$ cat src/verilog/msrb_regs.svh
// Constants of the meter settings register bank: addresses, reset values, limits, timing.
// Assumes inclusion by bare name from the package and the design file.
`ifndef MSRB_REGS_SVH
`define MSRB_REGS_SVH

// ****************************************
// Function codes and exception codes
// ****************************************
`define MSRB_FUNC_READ 8'h03
`define MSRB_FUNC_PRESET 8'h10
`define MSRB_EXC_NONE 8'h00
`define MSRB_EXC_FUNC 8'h01
`define MSRB_EXC_ADDR 8'h02
`define MSRB_EXC_VALUE 8'h03

// ****************************************
// Register addresses
// ****************************************
`define MSRB_ADDR_FIRST 16'h0100
`define MSRB_ADDR_LAST 16'h0124
`define MSRB_ACCESS_PASSCODE 16'h0100
`define MSRB_STATION_ADDRESS 16'h0101
`define MSRB_LINE_SPEED 16'h0102
`define MSRB_PARITY_SELECT 16'h0103
`define MSRB_CURRENT_FULL_SCALE 16'h0104
`define MSRB_SHUNT_FULL_SCALE 16'h0105
`define MSRB_CURRENT_SENSOR_RANGE 16'h0106
`define MSRB_VOLTAGE_FULL_SCALE 16'h0107
`define MSRB_VOLTAGE_SENSOR_RANGE 16'h0108
`define MSRB_AOUT_ONE_SOURCE 16'h0109
`define MSRB_AOUT_ONE_LOW_SIGN 16'h010a
`define MSRB_AOUT_ONE_LOW_PCT 16'h010b
`define MSRB_AOUT_ONE_HIGH_SIGN 16'h010c
`define MSRB_AOUT_ONE_HIGH_PCT 16'h010d
`define MSRB_AOUT_TWO_SOURCE 16'h010e
`define MSRB_AOUT_TWO_LOW_SIGN 16'h010f
`define MSRB_AOUT_TWO_LOW_PCT 16'h0110
`define MSRB_AOUT_TWO_HIGH_SIGN 16'h0111
`define MSRB_AOUT_TWO_HIGH_PCT 16'h0112
`define MSRB_RELAY_ONE_MODE 16'h0113
`define MSRB_RELAY_ONE_PULSE_MS 16'h0114
`define MSRB_RELAY_ONE_ALARM_SOURCE 16'h0115
`define MSRB_RELAY_ONE_ALARM_COMPARE 16'h0116
`define MSRB_RELAY_ONE_ALARM_DELAY_S 16'h0117
`define MSRB_RELAY_ONE_ALARM_LEVEL 16'h0118
`define MSRB_RELAY_TWO_MODE 16'h011a
`define MSRB_RELAY_TWO_PULSE_MS 16'h011b
`define MSRB_RELAY_TWO_ALARM_SOURCE 16'h011c
`define MSRB_RELAY_TWO_ALARM_COMPARE 16'h011d
`define MSRB_RELAY_TWO_ALARM_DELAY_S 16'h011e
`define MSRB_RELAY_TWO_ALARM_LEVEL 16'h011f
`define MSRB_BACKLIGHT_LEVEL 16'h0121
`define MSRB_ENERGY_CLEAR_CMD 16'h0122
`define MSRB_METER_HOURS_CLEAR_CMD 16'h0123
`define MSRB_LOAD_HOURS_CLEAR_CMD 16'h0124
`define MSRB_CLEAR_ENABLE 16'h000a

// ****************************************
// Reset values
// ****************************************
`define MSRB_RST_PASSCODE 16'h0000
`define MSRB_RST_STATION 16'h0001
`define MSRB_RST_LINE_SPEED 16'h4b00
`define MSRB_RST_PARITY 16'h0003
`define MSRB_RST_CURRENT_FS 16'h0014
`define MSRB_RST_SHUNT_FS 16'h0064
`define MSRB_RST_SENSOR_RANGE 16'h0001
`define MSRB_RST_VOLTAGE_FS 16'h03e8
`define MSRB_RST_HIGH_PCT 16'h0064
`define MSRB_RST_RELAY_MODE 16'h0002
`define MSRB_RST_PULSE_MS 16'h03e8
`define MSRB_RST_ALARM_DELAY 16'h0005
`define MSRB_RST_BACKLIGHT 16'h0005
`define MSRB_RST_ZERO 16'h0000

// ****************************************
// Value limits
// ****************************************
`define MSRB_PASSCODE_MAX 16'h270f
`define MSRB_STATION_MAX 16'h00f7
`define MSRB_CURRENT_FS_MIN 16'h0014
`define MSRB_CURRENT_FS_MAX 16'hc350
`define MSRB_SHUNT_MIN 16'h0032
`define MSRB_SHUNT_MAX 16'h0064
`define MSRB_VOLTAGE_FS_MIN 16'h0005
`define MSRB_VOLTAGE_FS_MAX 16'h270f
`define MSRB_PCT_MAX 16'h0064
`define MSRB_PULSE_MIN 16'h012c
`define MSRB_PULSE_MAX 16'h1388
`define MSRB_ALARM_DELAY_MAX 16'h00ff
`define MSRB_BACKLIGHT_MAX 16'h0005

// ****************************************
// Timing
// ****************************************
`define MSRB_CLK_HZ 40000000
`define MSRB_MS_PER_S 1000
`define MSRB_MS_CYCLES (`MSRB_CLK_HZ / `MSRB_MS_PER_S)

`endif
$ cat src/verilog/msrb_pkg.sv
// Types shared by the meter settings register bank.
// Assumes msrb_regs.svh is on the include path.
`include "msrb_regs.svh"

package msrb_pkg;

  // ****************************************
  // Field encodings
  // ****************************************
  typedef enum logic [1:0] {
    MSRB_PAR_EVEN = 2'b00,
    MSRB_PAR_ODD = 2'b01,
    MSRB_PAR_NONE_TWO = 2'b10,
    MSRB_PAR_NONE_ONE = 2'b11
  } msrb_parity_type;

  typedef enum logic [1:0] {
    MSRB_SRC_VOLTAGE = 2'b00,
    MSRB_SRC_CURRENT = 2'b01,
    MSRB_SRC_POWER = 2'b10
  } msrb_aout_source_type;

  typedef enum logic [1:0] {
    MSRB_RELAY_LATCH = 2'b00,
    MSRB_RELAY_MOMENTARY = 2'b01,
    MSRB_RELAY_ALARM = 2'b10
  } msrb_relay_mode_type;

  typedef enum logic [1:0] {
    MSRB_ALARM_NONE = 2'b00,
    MSRB_ALARM_VOLTAGE = 2'b01,
    MSRB_ALARM_CURRENT = 2'b10,
    MSRB_ALARM_POWER = 2'b11
  } msrb_alarm_source_type;

  typedef logic [15:0] msrb_word_type;

endpackage : msrb_pkg

$ cat src/verilog/msrb_register_bank.sv
// Meter settings register bank: one Modbus register word per request, relay output control.
// Assumes an upstream frame handler that splits each 03H read and 10H preset into
// single-word requests on sys_clk and sends back the answer with the exception code.
//
// What this block does
// - Function 03H reads current register contents.
// - Function 10H preset stores written values.
// - Words are 16-bit unsigned, thresholds 32-bit float.
// - Line speed: six legal rates, default 19200.
// - Parity even 0, odd 1, none 2/3.
// - Analog source voltage 0, current 1, power 2.
// - Relay mode latch 0, momentary 1, alarm 2.
// - Alarm source none, voltage, current, power.
// - Alarm compare below 0, above 1.
// - Clear commands act only on enable code.
`timescale 1ns/1ps
`include "msrb_regs.svh"

module msrb_register_bank #(
  parameter int MS_CYCLES = `MSRB_MS_CYCLES
) (
  input wire logic sys_clk,
  input wire logic reset,
  input wire logic req_valid,
  input wire logic [7:0] req_func,
  input wire logic [15:0] req_addr,
  input wire logic [15:0] req_wdata,
  output logic rsp_valid,
  output logic [15:0] rsp_rdata,
  output logic [7:0] rsp_exception,
  input wire logic [1:0] relay_on_cmd,
  input wire logic [1:0] relay_off_cmd,
  input wire logic [1:0] alarm_trip,
  output logic [1:0] relay_drive,
  output logic [15:0] station_address,
  output logic [15:0] line_speed,
  output logic [1:0] parity_select,
  output logic [15:0] backlight_level,
  output logic [3:0] relay_alarm_source,
  output logic [1:0] relay_alarm_above,
  output logic energy_clear_pulse,
  output logic meter_hours_clear_pulse,
  output logic load_hours_clear_pulse
);

  localparam int WORDS = 37;
  localparam int MS_W = 16;
  localparam logic [15:0] MS_LAST = 16'(MS_CYCLES - 1);

  // ****************************************
  // Decoding helpers
  // ****************************************
  function automatic logic in_map(input logic [15:0] addr);
    in_map = (addr >= `MSRB_ADDR_FIRST) && (addr <= `MSRB_ADDR_LAST);
  endfunction : in_map

  function automatic logic [5:0] word_index(input logic [15:0] addr);
    logic [15:0] diff;
    diff = addr - `MSRB_ADDR_FIRST;
    word_index = diff[5:0];
  endfunction : word_index

  function automatic logic is_clear_cmd(input logic [15:0] addr);
    is_clear_cmd = (addr == `MSRB_ENERGY_CLEAR_CMD) || (addr == `MSRB_METER_HOURS_CLEAR_CMD) ||
                   (addr == `MSRB_LOAD_HOURS_CLEAR_CMD);
  endfunction : is_clear_cmd

  function automatic logic in_range(input logic [15:0] v, input logic [15:0] lo, input logic [15:0] hi);
    in_range = (v >= lo) && (v <= hi);
  endfunction : in_range

  // Out-of-range values are refused, not clipped, so the master sees its mistake
  function automatic logic value_ok(input logic [15:0] addr, input logic [15:0] v);
    case (addr)
      `MSRB_ACCESS_PASSCODE: value_ok = v <= `MSRB_PASSCODE_MAX;
      `MSRB_STATION_ADDRESS: value_ok = in_range(v, 16'h0001, `MSRB_STATION_MAX);
      `MSRB_LINE_SPEED: value_ok = (v == 16'h04b0) || (v == 16'h0960) || (v == 16'h12c0) ||
                                   (v == 16'h2580) || (v == 16'h4b00) || (v == 16'h9600);
      `MSRB_PARITY_SELECT: value_ok = v <= 16'h0003;
      `MSRB_CURRENT_FULL_SCALE: value_ok = in_range(v, `MSRB_CURRENT_FS_MIN, `MSRB_CURRENT_FS_MAX);
      `MSRB_SHUNT_FULL_SCALE: value_ok = in_range(v, `MSRB_SHUNT_MIN, `MSRB_SHUNT_MAX);
      `MSRB_CURRENT_SENSOR_RANGE,
      `MSRB_VOLTAGE_SENSOR_RANGE: value_ok = v <= 16'h0001;
      `MSRB_VOLTAGE_FULL_SCALE: value_ok = in_range(v, `MSRB_VOLTAGE_FS_MIN, `MSRB_VOLTAGE_FS_MAX);
      `MSRB_AOUT_ONE_SOURCE,
      `MSRB_AOUT_TWO_SOURCE: value_ok = v <= 16'h0002;
      `MSRB_AOUT_ONE_LOW_SIGN,
      `MSRB_AOUT_ONE_HIGH_SIGN,
      `MSRB_AOUT_TWO_LOW_SIGN,
      `MSRB_AOUT_TWO_HIGH_SIGN: value_ok = v <= 16'h0002;
      `MSRB_AOUT_ONE_LOW_PCT,
      `MSRB_AOUT_ONE_HIGH_PCT,
      `MSRB_AOUT_TWO_LOW_PCT,
      `MSRB_AOUT_TWO_HIGH_PCT: value_ok = v <= `MSRB_PCT_MAX;
      `MSRB_RELAY_ONE_MODE,
      `MSRB_RELAY_TWO_MODE: value_ok = v <= 16'h0002;
      `MSRB_RELAY_ONE_PULSE_MS,
      `MSRB_RELAY_TWO_PULSE_MS: value_ok = in_range(v, `MSRB_PULSE_MIN, `MSRB_PULSE_MAX);
      `MSRB_RELAY_ONE_ALARM_SOURCE,
      `MSRB_RELAY_TWO_ALARM_SOURCE: value_ok = v <= 16'h0003;
      `MSRB_RELAY_ONE_ALARM_COMPARE,
      `MSRB_RELAY_TWO_ALARM_COMPARE: value_ok = v <= 16'h0001;
      `MSRB_RELAY_ONE_ALARM_DELAY_S,
      `MSRB_RELAY_TWO_ALARM_DELAY_S: value_ok = v <= `MSRB_ALARM_DELAY_MAX;
      `MSRB_BACKLIGHT_LEVEL: value_ok = in_range(v, 16'h0001, `MSRB_BACKLIGHT_MAX);
      default: value_ok = 1'b1;
    endcase
  endfunction : value_ok

  function automatic logic [15:0] reset_value(input int idx);
    logic [15:0] a;
    a = 16'(idx) + `MSRB_ADDR_FIRST;
    case (a)
      `MSRB_STATION_ADDRESS: reset_value = `MSRB_RST_STATION;
      `MSRB_LINE_SPEED: reset_value = `MSRB_RST_LINE_SPEED;
      `MSRB_PARITY_SELECT: reset_value = `MSRB_RST_PARITY;
      `MSRB_CURRENT_FULL_SCALE: reset_value = `MSRB_RST_CURRENT_FS;
      `MSRB_SHUNT_FULL_SCALE: reset_value = `MSRB_RST_SHUNT_FS;
      `MSRB_CURRENT_SENSOR_RANGE,
      `MSRB_VOLTAGE_SENSOR_RANGE: reset_value = `MSRB_RST_SENSOR_RANGE;
      `MSRB_VOLTAGE_FULL_SCALE: reset_value = `MSRB_RST_VOLTAGE_FS;
      `MSRB_AOUT_ONE_HIGH_PCT,
      `MSRB_AOUT_TWO_HIGH_PCT: reset_value = `MSRB_RST_HIGH_PCT;
      `MSRB_RELAY_ONE_MODE,
      `MSRB_RELAY_TWO_MODE: reset_value = `MSRB_RST_RELAY_MODE;
      `MSRB_RELAY_ONE_PULSE_MS,
      `MSRB_RELAY_TWO_PULSE_MS: reset_value = `MSRB_RST_PULSE_MS;
      `MSRB_RELAY_ONE_ALARM_DELAY_S,
      `MSRB_RELAY_TWO_ALARM_DELAY_S: reset_value = `MSRB_RST_ALARM_DELAY;
      `MSRB_BACKLIGHT_LEVEL: reset_value = `MSRB_RST_BACKLIGHT;
      default: reset_value = `MSRB_RST_ZERO; // Sources, compare, signs, thresholds, passcode
    endcase
  endfunction : reset_value

  // ****************************************
  // Request decode
  // ****************************************
  msrb_pkg::msrb_word_type word_reg [WORDS];
  logic [7:0] exc_next;
  logic do_write;
  logic [5:0] idx;

  assign idx = word_index(req_addr);

  always_comb begin
    exc_next = `MSRB_EXC_NONE;
    do_write = 1'b0;
    if (req_func != `MSRB_FUNC_READ && req_func != `MSRB_FUNC_PRESET) begin
      exc_next = `MSRB_EXC_FUNC;
    end else if (!in_map(req_addr)) begin
      exc_next = `MSRB_EXC_ADDR;
    end else if (req_func == `MSRB_FUNC_PRESET) begin
      if (value_ok(req_addr, req_wdata)) begin
        do_write = !is_clear_cmd(req_addr);
      end else begin
        exc_next = `MSRB_EXC_VALUE;
      end
    end
  end

  // ****************************************
  // Storage
  // ****************************************
  // Threshold halves are stored as plain words; the float is only meaningful as a pair
  always_ff @(posedge sys_clk) begin
    if (reset) begin
      for (int i = 0; i < WORDS; i++) begin
        word_reg[i] <= reset_value(i);
      end
    end else if (req_valid && do_write) begin
      word_reg[idx] <= req_wdata;
    end
  end

  // ****************************************
  // Answer
  // ****************************************
  always_ff @(posedge sys_clk) begin
    if (reset) begin
      rsp_valid <= 1'b0;
      rsp_rdata <= 16'h0000;
      rsp_exception <= `MSRB_EXC_NONE;
    end else begin
      rsp_valid <= req_valid;
      rsp_exception <= req_valid ? exc_next : `MSRB_EXC_NONE;
      if (req_valid && exc_next == `MSRB_EXC_NONE && req_func == `MSRB_FUNC_READ) begin
        // Write-only clear words read back as zero
        rsp_rdata <= is_clear_cmd(req_addr) ? 16'h0000 : word_reg[idx];
      end else if (req_valid && exc_next == `MSRB_EXC_NONE) begin
        rsp_rdata <= req_wdata;
      end else begin
        rsp_rdata <= 16'h0000;
      end
    end
  end

  // ****************************************
  // Clear commands
  // ****************************************
  logic clear_hit;
  assign clear_hit = req_valid && req_func == `MSRB_FUNC_PRESET && req_wdata == `MSRB_CLEAR_ENABLE;

  always_ff @(posedge sys_clk) begin
    if (reset) begin
      energy_clear_pulse <= 1'b0;
      meter_hours_clear_pulse <= 1'b0;
      load_hours_clear_pulse <= 1'b0;
    end else begin
      energy_clear_pulse <= clear_hit && req_addr == `MSRB_ENERGY_CLEAR_CMD;
      meter_hours_clear_pulse <= clear_hit && req_addr == `MSRB_METER_HOURS_CLEAR_CMD;
      load_hours_clear_pulse <= clear_hit && req_addr == `MSRB_LOAD_HOURS_CLEAR_CMD;
    end
  end

  // ****************************************
  // Configuration outputs
  // ****************************************
  localparam logic [5:0] IX_STATION = 6'h01;
  localparam logic [5:0] IX_SPEED = 6'h02;
  localparam logic [5:0] IX_PARITY = 6'h03;
  localparam logic [5:0] IX_BACKLIGHT = 6'h21;
  localparam logic [5:0] IX_MODE [2] = '{6'h13, 6'h1a};
  localparam logic [5:0] IX_PULSE [2] = '{6'h14, 6'h1b};
  localparam logic [5:0] IX_SOURCE [2] = '{6'h15, 6'h1c};
  localparam logic [5:0] IX_COMPARE [2] = '{6'h16, 6'h1d};

  assign station_address = word_reg[IX_STATION];
  assign line_speed = word_reg[IX_SPEED];
  assign parity_select = word_reg[IX_PARITY][1:0];
  assign backlight_level = word_reg[IX_BACKLIGHT];

  always_comb begin
    for (int r = 0; r < 2; r++) begin
      relay_alarm_source[2*r +: 2] = word_reg[IX_SOURCE[r]][1:0];
      relay_alarm_above[r] = word_reg[IX_COMPARE[r]][0];
    end
  end

  // ****************************************
  // Millisecond tick
  // ****************************************
  logic [15:0] ms_count_reg;
  logic ms_tick_reg;

  always_ff @(posedge sys_clk) begin
    if (reset) begin
      ms_count_reg <= 16'h0000;
      ms_tick_reg <= 1'b0;
    end else begin
      ms_tick_reg <= ms_count_reg == MS_LAST;
      ms_count_reg <= (ms_count_reg == MS_LAST) ? 16'h0000 : ms_count_reg + 16'h0001;
    end
  end

  // ****************************************
  // Relay outputs
  // ****************************************
  logic [MS_W-1:0] pulse_left_reg [2];

  always_ff @(posedge sys_clk) begin
    if (reset) begin
      relay_drive <= 2'b00;
      for (int r = 0; r < 2; r++) begin
        pulse_left_reg[r] <= 16'h0000;
      end
    end else begin
      for (int r = 0; r < 2; r++) begin
        unique case (msrb_pkg::msrb_relay_mode_type'(word_reg[IX_MODE[r]][1:0]))
          msrb_pkg::MSRB_RELAY_LATCH: begin
            pulse_left_reg[r] <= 16'h0000;
            if (relay_on_cmd[r]) begin
              relay_drive[r] <= 1'b1;
            end else if (relay_off_cmd[r]) begin
              relay_drive[r] <= 1'b0;
            end
          end
          msrb_pkg::MSRB_RELAY_MOMENTARY: begin
            // Pulse length is sampled at the command; a later change waits for the next pulse
            if (relay_on_cmd[r]) begin
              relay_drive[r] <= 1'b1;
              pulse_left_reg[r] <= word_reg[IX_PULSE[r]];
            end else if (relay_drive[r] && ms_tick_reg) begin
              pulse_left_reg[r] <= pulse_left_reg[r] - 16'h0001;
              if (pulse_left_reg[r] <= 16'h0001) begin
                relay_drive[r] <= 1'b0;
              end
            end
          end
          msrb_pkg::MSRB_RELAY_ALARM: begin
            pulse_left_reg[r] <= 16'h0000;
            relay_drive[r] <= alarm_trip[r];
          end
          default: begin
            // Code 3 cannot be stored; hold the relay released if it ever appears
            pulse_left_reg[r] <= 16'h0000;
            relay_drive[r] <= 1'b0;
          end
        endcase
      end
    end
  end

endmodule : msrb_register_bank

$ cat config.mk
export PLATFORM = sky130hd
export DESIGN_NAME = msrb_register_bank
export DESIGN_NICKNAME = d
export VERILOG_FILES = /design/src/verilog/msrb_pkg.sv /design/src/verilog/msrb_register_bank.sv
export VERILOG_INCLUDE_DIRS = /design/src /design/src/verilog
export SDC_FILE = /design/constraint.sdc
export NUM_CORES = 1
export LEC_CHECK = 0
export ABC_CLOCK_PERIOD_IN_PS = 5200
export BUFFER_PORTS_ARGS = -buffer_cell sky130_fd_sc_hd__buf_2
export CORE_MARGIN = 3
export CORE_UTILIZATION = 57
export CTS_BUF_LIST = sky130_fd_sc_hd__clkbuf_2
export DETAILED_ROUTE_END_ITERATION = 8
export PLACE_DENSITY_LB_ADDON = 0.1
export SLEW_MARGIN = 20
export SYNTH_ARGS = -nofsm -noshare
export SYNTH_HDL_FRONTEND = slang
export SYNTH_SLANG_ARGS = --single-unit
$ cat constraint.sdc
create_clock -name sys_clk -period 5.2 [get_ports sys_clk]
set_input_delay 0.52 -clock sys_clk [delete_from_list [all_inputs] [get_ports sys_clk]]
set_output_delay 0.52 -clock sys_clk [all_outputs]
set_load 0.01 [all_outputs]
==> impl_metrics.yaml, run 1 <==
outcome:
  status: "completed"
global_routing:
  gr-usage-all-layers_pct: 28.79
  grt_max_degree: 161
  grt_pass1_wl_um: 173000
  antenna_found_initial: 10
  overflow: 0
  grt_pass1_vias: 28320
timing:
  tns_ns: 0
  post-route-period-util_pct: 79.83
  slew_headroom_pct: 25.90
  worst_pin_slew_ns: 1.111
  fin_skew_ns: 0.1539
  slew_violations: 0
  fmax_mhz: 240.9
  finalSetupViolations: 0
  rsz0062_at_grt: "false"
  layout_min_cycle_time_ns: 4.151
  hold_viol_final: 0
synth:
  synth_xor_xnor_area_share_pct: 0.7406
  synth_mux_area_share_pct: 12.88
  synth_top_family_by_area: "multiplexers"
  ys_seq_elements: 1097
  synthCells: 2531
  async_flop_share_pct: 0
  synth_fa_ha_area_share_pct: 0.1392
  synth_flop_cell: "edfxtp_1"
  synth-edff-count: 1056
  netlist_area_sq_mm: 0.04494
  ys_seq_area_share_pct: 72.39
  synth.distinct_cells: 66
  postSynthAreaPerCell_sq_um: 17.76
  synth-compound-area-share_pct: 5.100
  yosys_warnings: 0
  yosys.area_share.simple_pct: 6.515
floorplan:
  rows: 102
  die_h_um: 286.8
  pin_count: 135
  die_area_sq_mm: 0.08225
  fp.dieW_um: 286.8
  start_util_pct: 57.82
  core-area_sq_mm: 0.07772
routing:
  num_vias: 27820
  first_pass_iters: 6
  via_per_inst: 5.662
  drtIter0Drc: 3264
  wl_per_cell_um: 23.54
  post-route-drc-count: 0
  wl_um: 115700
  ant_nets: 0
cells_and_area:
  final_cell_area_sq_mm: 0.05307
  multi_input_area_sq_mm: 0.01463
  areaGrowthSynthToFinish_pct: 18.08
  drive_above_1_share_pct: 25.43
  layout.nets: 3735
  seqCellArea_sq_mm: 0.03253
  largest_reg_flops: 1024
  fillers: 5489
placed_design:
  port-buffer-count: 128
  gp_congestion: 0.9508
  hpwlAfterDp_um: 75440
  place_area_sq_mm: 0.05003
power_and_ir_drop:
  ir_worst_vdd_mv: 0.2088
  leakage_nw: 19.50
  p_per_area_mw_per_mm2: 335.7
clocking:
  root_buffer: "clkbuf_2"
  cts_hold_buf: 56
  cts_sinks: 1097
  h-tree-depth: 5
  cts_buffers: 290
  cts_buffer_depth: 4
  cts_resized: 0
  post_cts_buffers: 0
  worstSkewPairLatency_ns: 1.47
  clkTransAtPathRegs_ns: 0.12
  tritoncts: "yes"
critical_path:
  slowest_stage: "o41ai_1"
  crit_fanout: 124
  critPathTopFamily: "buffers and inverters"
  required_ns: 6.41
  crit_type: "in -> reg"
  crit_buf_inv: 5
  worstSetupEndpointType: "flop"
  start_kind: "input port"
  cp_cell_sequence: "dlygate4sd3_1 > buf_2 > nor4b_1 > dlygate4sd3_1 > nand4_1 > o41ai_1 > nor4_1 > or4b_4 > buf_12 > or4_1 > dlygate4sd3_1"
  critPathMostFrequentCell: "dlygate4sd3_1"
  max_stage_delay_ns: 0.71
  arrival_ns: 5.36
flow_run:
  cap_violations: 0
min_path:
  worstHoldPathType: "in -> reg"
[metrics by stage]
stage	worst slack (ns)	std cells	total power [mW]	hold slack (ns)	util, %
2_1_floorplan	0.5909	3326	11.60	0.4260	-
3_3_place_gp	0.9665	4373	12.16	0.4440	64.37
3_5_place_dp	0.9254	4373	12.22	0.4545	64.37
4_1_cts	1.292	4901	17.95	0.0007040	68.24
5_1_grt	0.9663	4904	18.60	0.09721	68.25
6_report	1.049	4914	17.82	0.1462	68.28
[kinds of logic after synthesis]
family                     after synthesis
xor gates and xnor gates                38
other                                    1
and+or+nand+nor                        555
DFF                                   1097
AOI/OAI and AO/OA                      337
muxes                                  258
buffers and inverters                  240
adders and majority gates                5
[routing by layer]
| metal | share of wire (%) | wire length (um) | global-route usage [%] |
|---|---|---|---|
| met5 | 0.044 | 51 | 0.05952 |
| met4 | 3.4 | 3912 | 11.94 |
| met3 | 10 | 12140 | 7.740 |
| met2 | 48 | 55910 | 45.43 |
| met1 | 38 | 43670 | 38.50 |
[layout by cell type (no fill, tap or decap), types with 6 or more instances in the layout]
cell type,netlist,routed
nor4_1,20,20
clkinv_1,0,31
buf_4,14,96
nor3_1,212,212
o31ai_2,0,31
xnor2_1,27,27
a211oi_1,18,18
nand2_1,104,103
buf_12,0,6
nand2b_1,7,6
a22oi_1,144,144
inv_2,1,6
nand4_1,6,6
a21oi_1,76,76
inv_1,16,16
or4_1,69,69
conb_1,1,796
o21ai_0,26,26
nor2_1,66,65
nand3_1,20,20
diode_2,0,13
mux4_2,256,256
clkbuf_2,0,429
nor2b_1,10,8
dfxtp_1,41,41
edfxtp_1,1056,1056
xor2_1,11,11
buf_2,28,126
dlygate4sd3_1,0,56
[synthesized netlist by cell type, drive strengths merged (7+ instances only)]
cell | number | area share, %
edfxtp | 1056 | 71
mux4 | 256 | 13
nor3 | 213 | 2.4
clkbuf | 149 | 1.2
a22oi | 144 | 2.4
nand2 | 104 | 0.87
a21oi | 76 | 0.85
buf | 74 | 0.85
or4 | 71 | 1.2
nor2 | 67 | 0.58
dfxtp | 41 | 1.8
o31ai | 39 | 0.65
o21ai | 28 | 0.31
xnor2 | 27 | 0.53
nand3 | 20 | 0.22
nor4 | 20 | 0.28
a211oi | 18 | 0.30
inv | 17 | 0.14
xor2 | 11 | 0.21
nor2b | 10 | 0.14
nand2b | 7 | 0.097
[area by class of cell]
cell class                      instances  share of cell area (%)
Antenna cell                           13                 0.06130
Clock buffer                          429                   4.046
Clock inverter                         43                  0.5635
Inverter                               17                  0.1202
Multi-Input combinational cell       1989                   27.57
Sequential cell                      1097                   61.30
Tap cell                             1040                   2.452
Timing Repair Buffer                  286                   3.886
[tightest hold or removal path: stages]
cell	delay, ns
buf_2	0.10
inv_1	0.04
o21ai_0	0.07
a31oi_1	0.15
o311a_1	0.14
dlygate4sd3_1	0.55
[final timing paths]
| path | start | endpoint | slack [ns] | cells past startpoint |
|---|---|---|---|---|
| max | req_addr[9] | word_reg[26][1] | 1.05 | 11 |
| min | relay_off_cmd[1] | relay_drive[1] | 0.15 | 6 |
| max reg2reg | word_reg[2][11] | rsp_rdata[11] | 1.39 | 8 |
| min reg2reg | ms_count_reg[0] | ms_count_reg[0] | 0.48 | 1 |
[report_power, final]
part	switching, mW	internal, mW
registers	0.221	10.3
logic	0.913	0.615
clock network	3.33	2.41
No activity file was read; power rests on OpenSTA's default activity.
==> run 2: changes to the inputs <==
--- a/config.mk
+++ b/config.mk
@@ -6,7 +6,8 @@
 export SDC_FILE = /design/constraint.sdc
 export NUM_CORES = 1
 export LEC_CHECK = 0
-export ABC_CLOCK_PERIOD_IN_PS = 5200
+export ABC_AREA = 1
+export ABC_CLOCK_PERIOD_IN_PS = 3820
 export BUFFER_PORTS_ARGS = -buffer_cell sky130_fd_sc_hd__buf_2
 export CORE_MARGIN = 3
 export CORE_UTILIZATION = 57
==> constraint.sdc (replaced) <==
create_clock -name sys_clk -period 3.82 [get_ports sys_clk]
set_input_delay 0.382 -clock sys_clk [delete_from_list [all_inputs] [get_ports sys_clk]]
set_output_delay 0.382 -clock sys_clk [all_outputs]
set_load 0.01 [all_outputs]
==> run 2 against run 1 <==
Final area is 0.21% higher. Count of clock-buffer cells in the layout down 8. First-iteration DRC count rose by 9.9%. Utilization is 1.1 points higher. Clock skew is 0.019 ns higher. Critical path depth up 8. Global-route usage grew 2.3 points. Sequential power rose by 36%. Register-to-register slack worse by 0.86 ns. Die area down 0.79%. Worst hold slack improved by 0.031 ns. Total power up 36%.
==> impl_metrics.yaml, run 2 <==
outcome:
  status: "completed"
placed_design:
  gp_congestion: 0.9572
  port-buffer-count: 128
  hpwlAfterDp_um: 80440
power_and_ir_drop:
  ir_worst_vdd_mv: 0.2692
  power_switching_mw: 6.302
  clockPowerShare_pct: 32.6
  p_per_area_mw_per_mm2: 457.2
  pwr-share-comb_pct: 8.3
  p_sw_share_pct: 25.92
  seqPwrFrac_pct: 59.1
  intPower_mw: 18.01
  power_mw: 24.31
  leakage_nw: 22.06
critical_path:
  start_kind: "input port"
  cp_cell_sequence: "dlygate4sd3_1 > buf_2 > nor2_1 > dlygate4sd3_1 > nand2_1 > nor2_2 > nand2_1 > inv_1 > nand2_1 > nand2_1 > nand2_1 > dlygate4sd3_1 > nor3_2 > nand2_2 > inv_2 > buf_4 > nand3_4 > nand2_1 > buf_4"
  arrival_ns: 4.61
  crit_fanout: 17
  slowest_stage: "dlygate4sd3_1"
  required_ns: 4.80
  reg2reg_slack_ns: 0.53
  max_stage_delay_ns: 0.61
  worstRegToRegCells: 11
  critPathMostFrequentCell: "nand2_1"
  crit_type: "in -> reg"
  worstSetupEndpointType: "flop"
synth:
  synth-edff-count: 1056
  synthCells: 3533
  synth.distinct_cells: 44
  yosysMostFrequentCell: "edfxtp_1"
  yosys.area.top_type: "edfxtp_1"
  yosys_warnings: 0
  netlist.area_leader.share_pct: 71.13
  postSynthAreaPerCell_sq_um: 12.62
  ys_seq_area_share_pct: 72.97
  netlist_area_sq_mm: 0.04458
  async_flop_share_pct: 0
  synth_flop_cell: "edfxtp_1"
  ys_seq_elements: 1097
  synth_common_cells: "1056 x edfxtp_1, 808 x nand2_1, 516 x a22oi_1, 330 x nor2_1, 172 x clkbuf_1"
  synth.area.top_cells: "edfxtp_1 71%, a22oi_1 8.7%, nand2_1 6.8%"
floorplan:
  die_area_sq_mm: 0.08160
  rows: 101
  core-area_sq_mm: 0.07671
  fp.dieW_um: 285.7
  die_h_um: 285.7
  pin_count: 135
  start_util_pct: 58.12
clocking:
  cts_sinks: 1097
  cts_buffers: 289
  root_buffer: "clkbuf_2"
  clkTransAtPathRegs_ns: 0.11
  worstSkewPairLatency_ns: 1.46
  cts_buffer_depth: 4
  cts_resized: 0
  h-tree-depth: 5
  tritoncts: "yes"
routing:
  wl_um: 126500
  via_per_inst: 5.430
  routed.top_layer: "met4"
  ant_nets: 0
  first_pass_iters: 6
  wl_met1_um: 49840
  wl_met3_um: 11970
  met2_length_um: 58870
  wl_per_cell_um: 21.19
  drtIter0Drc: 3587
  num_vias: 32400
  post-route-drc-count: 0
min_path:
  hold_depth: 3
  worstHoldPathType: "in -> reg"
global_routing:
  antenna_found_initial: 7
  grt_max_degree: 117
  grt_pass1_wl_um: 188300
  grt_pass1_vias: 31960
  overflow: 0
  gr-usage-all-layers_pct: 31.05
timing:
  worst_pin_slew_ns: 1.101
  fin_skew_ns: 0.1725
  post-route-period-util_pct: 95.06
  fmax_mhz: 275.4
  tns_ns: 0
  finalSetupViolations: 0
  layout_min_cycle_time_ns: 3.631
  slew_violations: 0
  slew_headroom_pct: 26.51
  rsz0062_at_grt: "false"
  hold_viol_final: 0
cells_and_area:
  fillers: 5923
  largest_reg_flops: 1024
  drive_above_1_share_pct: 15.10
  areaGrowthSynthToFinish_pct: 19.30
  layout_commonest_cell: "edfxtp_1"
  fin_util_pct: 69.33
  final_cell_mix: "1056 x edfxtp_1, 808 x nand2_1, 796 x conb_1"
  layout.nets: 4809
flow_run:
  cap_violations: 0
[run 2: cell count changes after synthesis, sizes merged, moves of 26 or more]
cell / previous run / this run
a22oi: 144 / 516
a21oi: 76 / 42
nand3: 20 / 85
nand2: 104 / 810
or4: 71 / 0
o21ai: 28 / 99
o31ai: 39 / 2
inv: 17 / 120
nor2: 67 / 338
nor3: 213 / 61
buf: 74 / 48
mux4: 256 / 0
nand4: 6 / 73
[run 2: area by class of cell]
| class | count | area [sq um] | share of cell area (%) |
|---|---|---|---|
| Antenna cell | 4 | 10.01 | 0.01882 |
| Clock buffer | 421 | 2107 | 3.962 |
| Clock inverter | 48 | 371.6 | 0.6987 |
| Inverter | 129 | 491.7 | 0.9246 |
| Multi-Input combinational cell | 2881 | 13680 | 25.73 |
| Sequential cell | 1097 | 32530 | 61.17 |
| Tap cell | 1030 | 1289 | 2.423 |
| Timing Repair Buffer | 357 | 2698 | 5.072 |
[run 2: path summary, 6_finish.rpt]
check	from	to
min reg2reg	ms_count_reg[0]	ms_count_reg[0]
max reg2reg	pulse_left_reg[1][10]	relay_drive[1]
min	req_wdata[14]	word_reg[48][14]
max	req_addr[10]	word_reg[32][11]
[run 2: worst max-delay path, delay by kind of cell]
kind | cells | cell delay (ns)
simple gates | 11 | 1.63
buf+inv | 8 | 2.56
[run 2: power groups by stage]
stage	clock [mW]	combinational, mW	sequential [mW]
finish	7.92	2.03	14.4
global route	8.73	2.21	14.4
CTS	8.13	1.97	14.4
detailed placement	0	1.91	14.6
global placement	0	1.90	14.6
floorplan	0	1.11	14.5
[run 2: per-layer routing]
metal  up-vias  global-route usage, %
li1      14800                      -
met4         0                  14.85
met5         -                      0
met2      1749                  48.61
met3       344                  6.335
met1     15510                  42.10
[run 2: per-stage QoR]
stage          instance area, sq um  setup slack, ns  hold WS, ns  cells
6_report                      53180           0.1886       0.1775   5967
5_1_grt                       53180           0.1140      0.09401   5966
4_1_cts                       53170           0.4369    0.0004824   5963
3_5_place_dp                  49900           0.2040       0.4435   5415
3_3_place_gp                  49900           0.2240       0.4323   5415
2_1_floorplan                 47560           0.3692       0.4175   4328
[run 2: kinds of logic after synthesis]
family          count (synthesis)  share of synthesized area (%)
simple gates                 1387                          12.83
fa+ha+maj                       5                         0.1403
xor+xnor                       16                         0.3143
flops                        1097                          72.97
compound gates                677                          10.60
buf+inv                       350                          3.138
other cells                     1                       0.008412
[run 2: timing repair]
action | 4_1_cts | 5_1_grt
endpoints found under the hold margin | 1115 | 0
endpoints found under the setup margin | 0 | 0
hold buffers | 79 | 0
buffers inserted | 0 | 0
